[config.mk]
export PLATFORM = sky130hd
export DESIGN_NAME = lgtg_regs
export DESIGN_NICKNAME = d
export VERILOG_FILES = /design/src/rtl/lgtg_pkg.sv /design/src/rtl/lgtg_regs.sv
export SDC_FILE = /design/constraint.sdc
export NUM_CORES = 1
export LEC_CHECK = 0
export BUFFER_PORTS_ARGS = -buffer_cell sky130_fd_sc_hd__buf_2
export CAP_MARGIN = 20
export CORE_MARGIN = 2
export CORE_UTILIZATION = 40
export DETAILED_ROUTE_END_ITERATION = 10
export PLACE_DENSITY = 0.67
export SLEW_MARGIN = 20
export SYNTH_ARGS = -nofsm -noshare
export SYNTH_HDL_FRONTEND = slang
export SYNTH_SLANG_ARGS = --single-unit
[constraint.sdc]
create_clock -name sys_clk -period 5.2 [get_ports sys_clk]
set_input_delay 0.78 -clock sys_clk [delete_from_list [all_inputs] [get_ports sys_clk]]
set_output_delay 0.78 -clock sys_clk [all_outputs]
set_load 0.02 [all_outputs]
[src/rtl/lgtg_pkg.sv]
// Shared constants for the LED grouping, threshold and output select block
package lgtg_pkg;

    // ------------------------------------------------------------
    // Register offsets
    // ------------------------------------------------------------
    localparam logic [7:0] ADDR_GROUP_HIGH     = 8'h08;
    localparam logic [7:0] ADDR_GROUP_LOW      = 8'h09;
    localparam logic [7:0] ADDR_THRESH_FIRST   = 8'h0A;
    localparam logic [7:0] ADDR_THRESH_LAST    = 8'h0E;
    localparam logic [7:0] ADDR_OUTPUT_SELECT  = 8'h0F;

    // ------------------------------------------------------------
    // Field positions
    // ------------------------------------------------------------
    localparam int GROUP_HIGH_BIT   = 0;
    localparam int THRESH_ODD_LSB   = 0;
    localparam int THRESH_EVEN_LSB  = 4;
    localparam int THRESH_W         = 3;
    localparam int SEL_ONE_LSB      = 3;
    localparam int SEL_TWO_LSB      = 0;
    localparam int SEL_W            = 2;

    // ------------------------------------------------------------
    // Reset values
    // ------------------------------------------------------------
    localparam logic [7:0] GROUP_LOW_RESET   = 8'h00;
    localparam logic       GROUP_HIGH_RESET  = 1'b0;
    localparam logic [2:0] THRESH_RESET      = 3'h0;
    localparam logic [1:0] SEL_RESET         = 2'h0;

    // ------------------------------------------------------------
    // Analog scaling and timing
    // ------------------------------------------------------------
    localparam logic [3:0] THRESH_BASE_VOLTS = 4'hC;
    localparam int ON_TIME_W        = 16;
    localparam int ON_TIME_STEP_NS  = 150;
    localparam int CLK_PERIOD_NS    = 100;
    localparam int MARK_LOW_NS      = 300;
    localparam int MARK_LOW_RAW     = MARK_LOW_NS / CLK_PERIOD_NS;
    localparam int MARK_LOW_CYC     = (MARK_LOW_RAW < 1) ? 1 : MARK_LOW_RAW;

    // ------------------------------------------------------------
    // Output pin sources
    // ------------------------------------------------------------
    typedef enum logic [1:0] {
        PIN1_SOFT_START = 2'b00,
        PIN1_CLK_DIV4   = 2'b01,
        PIN1_PWM_MARK   = 2'b10,
        PIN1_THERMAL    = 2'b11
    } lgtg_pin1_t;

    typedef enum logic [1:0] {
        PIN2_STARTUP    = 2'b00,
        PIN2_CUR_LIMIT  = 2'b01,
        PIN2_BOOST_SW   = 2'b10,
        PIN2_RESERVED   = 2'b11
    } lgtg_pin2_t;

endpackage : lgtg_pkg

[src/rtl/lgtg_regs.sv]
// Grouping, short-detect threshold and output pin select registers
`timescale 1ns/1ns

// How it works
// - Bit 0 at 0x08 groups channel 10
// - Byte 0x09 bit n groups channel n+2
// - Ungrouped channel uses own slot, own on-time
// - Grouped channel follows lower neighbour slot, on-time
// - Chains take lowest member's slot and on-time
// - Channel 2 bit joins channel 1
// - 0x0A-0x0E hold odd/even 3-bit threshold codes
// - Code steps 1 V, 000 is 12 V
// - Each channel gets its own threshold
// - Pin one select 00 shows soft start
// - Pin one select 01 gives clock divided four
// - Pin one select 10 pulses low per period
// - Pin one select 11 low during thermal derating
// - Pin two select 00 high until test passes
// - Pin two select 01 low on current limit
// - Pin two select 10 high while boost switches
// - Duty cycle from 16-bit 150 ns on-time
module lgtg_regs
    import lgtg_pkg::*;
#(
    parameter int CHANNELS = 10
) (
    // Clock, reset, enable
    input  wire logic                          sys_clk,
    input  wire logic                          sys_rst,
    input  wire logic                          clk_en,
    // Register access from the serial interface decoder
    input  wire logic                          reg_wr,
    input  wire logic                          reg_rd,
    input  wire logic [7:0]                    reg_addr,
    input  wire logic [7:0]                    reg_wdata,
    output logic      [7:0]                    reg_rdata,
    output logic                               reg_hit,
    // Per-channel slot starts and programmed on-times
    input  wire logic [CHANNELS-1:0]           slot_start,
    input  wire logic [CHANNELS*ON_TIME_W-1:0] on_time_high_byte_in,
    // Per-channel effective timing
    output logic      [CHANNELS-1:0]           chan_start,
    output logic      [CHANNELS*ON_TIME_W-1:0] chan_on_time,
    // Per-channel short detection setup
    output logic      [CHANNELS*THRESH_W-1:0]  short_threshold_code,
    output logic      [CHANNELS*4-1:0]         short_threshold_volts,
    // Core status feeding the output pins
    input  wire logic                          soft_start_active,
    input  wire logic                          pwm_period_start,
    input  wire logic                          thermal_derate_active,
    input  wire logic                          startup_test_passed,
    input  wire logic                          current_limit_hit,
    input  wire logic                          boost_switching,
    // General purpose output pins
    output logic                               output_pin_one,
    output logic                               output_pin_two
);

    // ------------------------------------------------------------
    // Register storage
    // ------------------------------------------------------------
    localparam int PAIRS = CHANNELS / 2;

    logic [7:0]          channel_group_low;
    logic                channel_group_high;
    logic [THRESH_W-1:0] thresh_odd  [0:PAIRS-1];
    logic [THRESH_W-1:0] thresh_even [0:PAIRS-1];
    logic [SEL_W-1:0]    output_pin_one_select;
    logic [SEL_W-1:0]    output_pin_two_select;

    // ------------------------------------------------------------
    // Address decode
    // ------------------------------------------------------------
    wire       hit_group_high = (reg_addr == ADDR_GROUP_HIGH);
    wire       hit_group_low  = (reg_addr == ADDR_GROUP_LOW);
    wire       hit_thresh     = (reg_addr >= ADDR_THRESH_FIRST) &&
                                (reg_addr <= ADDR_THRESH_LAST);
    wire       hit_select     = (reg_addr == ADDR_OUTPUT_SELECT);
    wire [7:0] thresh_off     = reg_addr - ADDR_THRESH_FIRST;
    wire [2:0] thresh_idx     = thresh_off[2:0];
    wire       addr_hit       = hit_group_high | hit_group_low |
                                hit_thresh | hit_select;

    logic [7:0] next_rdata;
    always_comb begin
        next_rdata = 8'h00;
        if (hit_group_high) begin
            next_rdata[GROUP_HIGH_BIT] = channel_group_high;
        end else if (hit_group_low) begin
            next_rdata = channel_group_low;
        end else if (hit_thresh) begin
            next_rdata[THRESH_ODD_LSB +: THRESH_W]  = thresh_odd[thresh_idx];
            next_rdata[THRESH_EVEN_LSB +: THRESH_W] = thresh_even[thresh_idx];
        end else if (hit_select) begin
            next_rdata[SEL_ONE_LSB +: SEL_W] = output_pin_one_select;
            next_rdata[SEL_TWO_LSB +: SEL_W] = output_pin_two_select;
        end
    end

    // ------------------------------------------------------------
    // Register writes and read data
    // ------------------------------------------------------------
    // Unused bits are never stored, so they always read back as zero
    always_ff @(posedge sys_clk) begin
        if (sys_rst) begin
            channel_group_high    <= GROUP_HIGH_RESET;
            channel_group_low     <= GROUP_LOW_RESET;
            output_pin_one_select <= SEL_RESET;
            output_pin_two_select <= SEL_RESET;
            reg_rdata             <= 8'h00;
            reg_hit               <= 1'b0;
        end else if (clk_en) begin
            if (reg_wr && hit_group_high) begin
                channel_group_high <= reg_wdata[GROUP_HIGH_BIT];
            end
            if (reg_wr && hit_group_low) begin
                channel_group_low <= reg_wdata;
            end
            if (reg_wr && hit_select) begin
                output_pin_one_select <= reg_wdata[SEL_ONE_LSB +: SEL_W];
                output_pin_two_select <= reg_wdata[SEL_TWO_LSB +: SEL_W];
            end
            if (reg_rd) begin
                reg_rdata <= next_rdata;
                reg_hit   <= addr_hit;
            end
        end
    end

    genvar p;
    generate
        for (p = 0; p < PAIRS; p++) begin : g_thresh
            always_ff @(posedge sys_clk) begin
                if (sys_rst) begin
                    thresh_odd[p]  <= THRESH_RESET;
                    thresh_even[p] <= THRESH_RESET;
                end else if (clk_en && reg_wr && hit_thresh &&
                             thresh_idx == 3'(p)) begin
                    // Odd channel low field, even channel high field
                    thresh_odd[p]  <= reg_wdata[THRESH_ODD_LSB +: THRESH_W];
                    thresh_even[p] <= reg_wdata[THRESH_EVEN_LSB +: THRESH_W];
                end
            end
        end
    endgenerate

    // ------------------------------------------------------------
    // Channel grouping
    // ------------------------------------------------------------
    // Index 0 is channel 1, which can never follow anyone
    wire [CHANNELS-1:0] grouped = {channel_group_high, channel_group_low,
                                   1'b0};

    logic [3:0] src [0:CHANNELS-1];

    genvar c;
    generate
        for (c = 0; c < CHANNELS; c++) begin : g_chan
            // Walking down the chain lands on its lowest member
            if (c == 0) begin : g_first
                assign src[c] = 4'h0;
            end else begin : g_rest
                assign src[c] = grouped[c] ? src[c-1] : 4'(c);
            end

            wire [ON_TIME_W-1:0] own_time =
                on_time_high_byte_in[src[c]*ON_TIME_W +: ON_TIME_W];
            wire [THRESH_W-1:0]  code = (c % 2 == 0) ? thresh_odd[c/2]
                                                       : thresh_even[c/2];

            always_ff @(posedge sys_clk) begin
                if (sys_rst) begin
                    chan_start[c] <= 1'b0;
                    chan_on_time[c*ON_TIME_W +: ON_TIME_W] <= '0;
                    short_threshold_code[c*THRESH_W +: THRESH_W] <= '0;
                    short_threshold_volts[c*4 +: 4] <= THRESH_BASE_VOLTS;
                end else if (clk_en) begin
                    // Own slot is dropped once grouped
                    chan_start[c] <= slot_start[src[c]];
                    chan_on_time[c*ON_TIME_W +: ON_TIME_W] <= own_time;
                    short_threshold_code[c*THRESH_W +: THRESH_W] <= code;
                    short_threshold_volts[c*4 +: 4] <=
                        THRESH_BASE_VOLTS - {1'b0, code};
                end
            end
        end
    endgenerate

    // ------------------------------------------------------------
    // Output pin sources
    // ------------------------------------------------------------
    localparam int MARK_W = $clog2(MARK_LOW_CYC + 1);

    logic [1:0]        clk_div;
    logic [MARK_W-1:0] mark_cnt;

    wire mark_low = (mark_cnt != '0);

    always_ff @(posedge sys_clk) begin
        if (sys_rst) begin
            clk_div  <= 2'h0;
            mark_cnt <= '0;
        end else if (clk_en) begin
            clk_div <= clk_div + 2'h1;
            if (pwm_period_start) begin
                mark_cnt <= MARK_W'(MARK_LOW_CYC);
            end else if (mark_low) begin
                mark_cnt <= mark_cnt - 1'b1;
            end
        end
    end

    lgtg_pin1_t pin1_sel;
    lgtg_pin2_t pin2_sel;
    assign pin1_sel = lgtg_pin1_t'(output_pin_one_select);
    assign pin2_sel = lgtg_pin2_t'(output_pin_two_select);

    logic next_pin_one;
    logic next_pin_two;

    always_comb begin
        case (pin1_sel)
            PIN1_SOFT_START: next_pin_one = soft_start_active;
            PIN1_CLK_DIV4:   next_pin_one = clk_div[1];
            PIN1_PWM_MARK:   next_pin_one = ~mark_low;
            PIN1_THERMAL:    next_pin_one = ~thermal_derate_active;
            default:         next_pin_one = soft_start_active;
        endcase
    end

    always_comb begin
        case (pin2_sel)
            PIN2_STARTUP:   next_pin_two = ~startup_test_passed;
            PIN2_CUR_LIMIT: next_pin_two = ~current_limit_hit;
            PIN2_BOOST_SW:  next_pin_two = boost_switching;
            // Reserved code parks the pin at its idle level
            default:        next_pin_two = 1'b1;
        endcase
    end

    always_ff @(posedge sys_clk) begin
        if (sys_rst) begin
            output_pin_one <= 1'b0;
            output_pin_two <= 1'b1;
        end else if (clk_en) begin
            output_pin_one <= next_pin_one;
            output_pin_two <= next_pin_two;
        end
    end

endmodule : lgtg_regs

==> results_dict.tcl <==
set metrics [dict create \
    grt.total_usage 0.4243 \
    synth_area_per_cell_um2 8.195 \
    gr-total-overflow 0 \
    coreArea_um2 40650 \
    r2r_start "channel_group_low[4]$_SDFFE_PP0P_" \
    via_per_inst 6.529 \
    htree_num_levels 2 \
    worst_setup_hold_path_clk_slew_ps 60 \
    outcome "finished, violations left" \
    holdPathStages 1 \
    drt_iter0_drc 2469 \
    rsz0062_at_grt "false" \
    yosysMostFrequentCell "nor2_1" \
    yosys-top-cells-area "dfxtp_1 (32%), mux2i_1 (10%), nor2_1 (6.4%)" \
    whs_endpoint "chan_on_time[66]$_SDFFE_PP0P_" \
    post-dp-hpwl_mm 67.64 \
    yosys_warnings 0 \
    wirelength_mm 92.87 \
    power.density_nw_per_um2 300.3 \
    ys.flop_type "dfxtp_1" \
    synth_top_area_frac 0.3153 \
    min_from "chan_on_time[66]$_SDFFE_PP0P_" \
    finalClockSkew_ps 12.85 \
    min_period_ps 3503 \
    fin_cells 2912 \
    critical_path_class "flip-flop to flip-flop" \
    num-nets-final 2561 \
    place_congestion 0.9988 \
    synthToLayoutAreaGrowth_pct 22.75 \
    numCtsBuffers 35 \
    clockBufferDepth 3 \
    ctsHoldBuffers 0 \
    synth_edf_count 30 \
    cp_data_required_time_ps 5670 \
    final.period_utilization 0.6737 \
    finalSetupViolCount 0 \
    portBuffers 447 \
    yosysTopAreaCell "dfxtp_1" \
    finalHoldViolCount 0 \
    ys_ff_latch 288 \
    rows 74 \
    cts-root-buf "clkbuf_16" \
    drt-pass1-iter-count 11 \
    final.setup.tns_ps 0 \
    maxCapViolCount 0 \
    first_global_vias 18200 \
    crit_fanout 29 \
    netlist_area_um2 16380 \
    drive_gt1_frac 0.2511 \
    dieHeight_um 206.4 \
    postCtsSetupBuffers 0 \
    async_reset_ff_frac 0 \
    cts_resized 0 \
    synth-seq-area-share 0.3703 \
    wl_per_cell_um 31.89 \
    clkLatencyLatePin_ps 550 \
    tightest_slew_ps 1111 \
    syn_nets 2208 \
    drv_slew 0 \
    grt_max_degree 91 \
    crit_path_end_kind "flip-flop" \
    num_vias 19010 \
    antenna_found_initial 3 \
    arrival_ps 3970 \
    die-area_um2 42590 \
    synth_commonest_cells "nor2_1 (278), dfxtp_1 (258), nand2_1 (212)" \
    critPathLaunchType "flip-flop" \
    dpl.cell_count 2846 \
    grt_pass1_wl_mm 129.6 \
    timing.rr.end "chan_on_time[106]$_SDFFE_PP0P_" \
    dieWidth_um 206.4 \
    drc 2 \
    p_leak_nw 8.779 \
    cts_tree "built" \
    r2r_cells 8 \
    slew_headroom 0.2571 \
    antenna_left 0 \
    violations "design-rule violations" \
    hp-class "flip-flop to flip-flop" \
    regToRegSetupSlack_ps 1700 \
    ir_drop_uv 255.3 \
    syn_inst 1999 \
    start_util 0.4030 \
    synth_cell_type_count 76 \
    top_level_ports 448 \
    fmax_ghz 0.2854 \
    cts.sinks 288 \
]
final cells by class:
class                      count  area [µm²]
fill                        4012       20540
multi-input combinational   1488        9420
sequential                   288        6067
timing repair buffer         496        2621
clock buffer                  49        1010
tap                          532       665.6
inverter                      43       161.4
clock inverter                14       158.9
antenna                        2       5.005
where the power goes:
group          leakage (nW)  switching (mW)  internal, mW  total [mW]
clock network         0.582            1.04          1.51        2.55
logic                  5.78           0.684         0.318        1.00
registers              2.42           0.105          2.38        2.48
cell families (layout without fill, tap and decap cells):
group	Yosys count	count (layout)	share of synthesized area
other cells	0	2	0
mux	181	181	0.1201
fa+ha+maj	12	12	0.009165
flops	288	288	0.3703
xor+xnor	12	12	0.006416
compound gates	583	583	0.2466
simple gates	700	700	0.1885
buf+inv	223	602	0.05889
worst max-delay path by stage:
stage	start	to	slack (ps)
6_report	channel_group_low[4]$_SDFFE_PP0P_	chan_on_time[106]$_SDFFE_PP0P_	1700
3_5_place_dp	channel_group_low[4]$_SDFFE_PP0P_	chan_on_time[106]$_SDFFE_PP0P_	1900
5_1_grt	channel_group_low[4]$_SDFFE_PP0P_	chan_on_time[106]$_SDFFE_PP0P_	1600
3_3_place_gp	channel_group_low[4]$_SDFFE_PP0P_	chan_on_time[106]$_SDFFE_PP0P_	1950
2_1_floorplan	reg_addr[1]	thresh_even[2][0]$_SDFFCE_PN0P_	2530
4_1_cts	channel_group_low[4]$_SDFFE_PP0P_	chan_on_time[106]$_SDFFE_PP0P_	1870
stage by stage:
step / setup WS [ps] / instance area [µm²] / util / hold WS, ps / total power [mW]
5_1_grt: 1605 / 20100 / 0.4946 / 466.4 / 6.198
3_5_place_dp: 1904 / 18930 / 0.4656 / 438.2 / 3.502
6_report: 1697 / 20110 / 0.4947 / 447.7 / 6.039
2_1_floorplan: 2528 / 16380 / - / 436.7 / 3.004
4_1_cts: 1869 / 20090 / 0.4944 / 451.2 / 6.031
3_3_place_gp: 1945 / 18920 / 0.4656 / 431.4 / 3.495
per-layer routing:
metal / vias to the layer above / global-route usage / wire [µm]
met5: - / 0 / 8
met4: 2 / 0.2857 / 7207
met2: 1386 / 0.6578 / 40880
li1: 8063 / - / -
met1: 9151 / 0.5188 / 34570
met3: 411 / 0.1069 / 10200
sequential cells by signal, summed over array words and instances, names as in the netlist, 8 cells and up:
signal                 cells
thresh_odd                15
chan_start                10
chan_on_time             160
channel_group_low          8
short_threshold_code      30
reg_rdata                  8
short_threshold_volts     30
thresh_even               15
cells in the final DEF (no fill, tap or decap), drive strengths merged, types with 14 or more instances in the layout:
cell type,synthesis,layout
nor2b,15,15
a211o,15,15
o211ai,27,27
nand2,213,213
mux2i,164,164
a221oi,20,20
o22ai,16,16
a21o,14,14
clkbuf,109,49
nand3,55,55
a31oi,30,30
dfxtp,258,258
buf,71,496
edfxtp,30,30
nor2,280,280
and2,41,41
nor3,35,35
inv,40,42
and3,17,17
a311oi,16,16
a21oi,103,103
a211oi,75,75
o21ai,121,121
o221ai,41,41
critical path, stage by stage (launching register included):
cell and delay, ps:
dfxtp_1 620, buf_4 450, and2_4 280, a21o_1 400
buf_4 450, a211oi_1 140, a211oi_1 710, a21oi_1 160
nor3_1 200
Note: power is estimated with default switching activity, not from simulation.
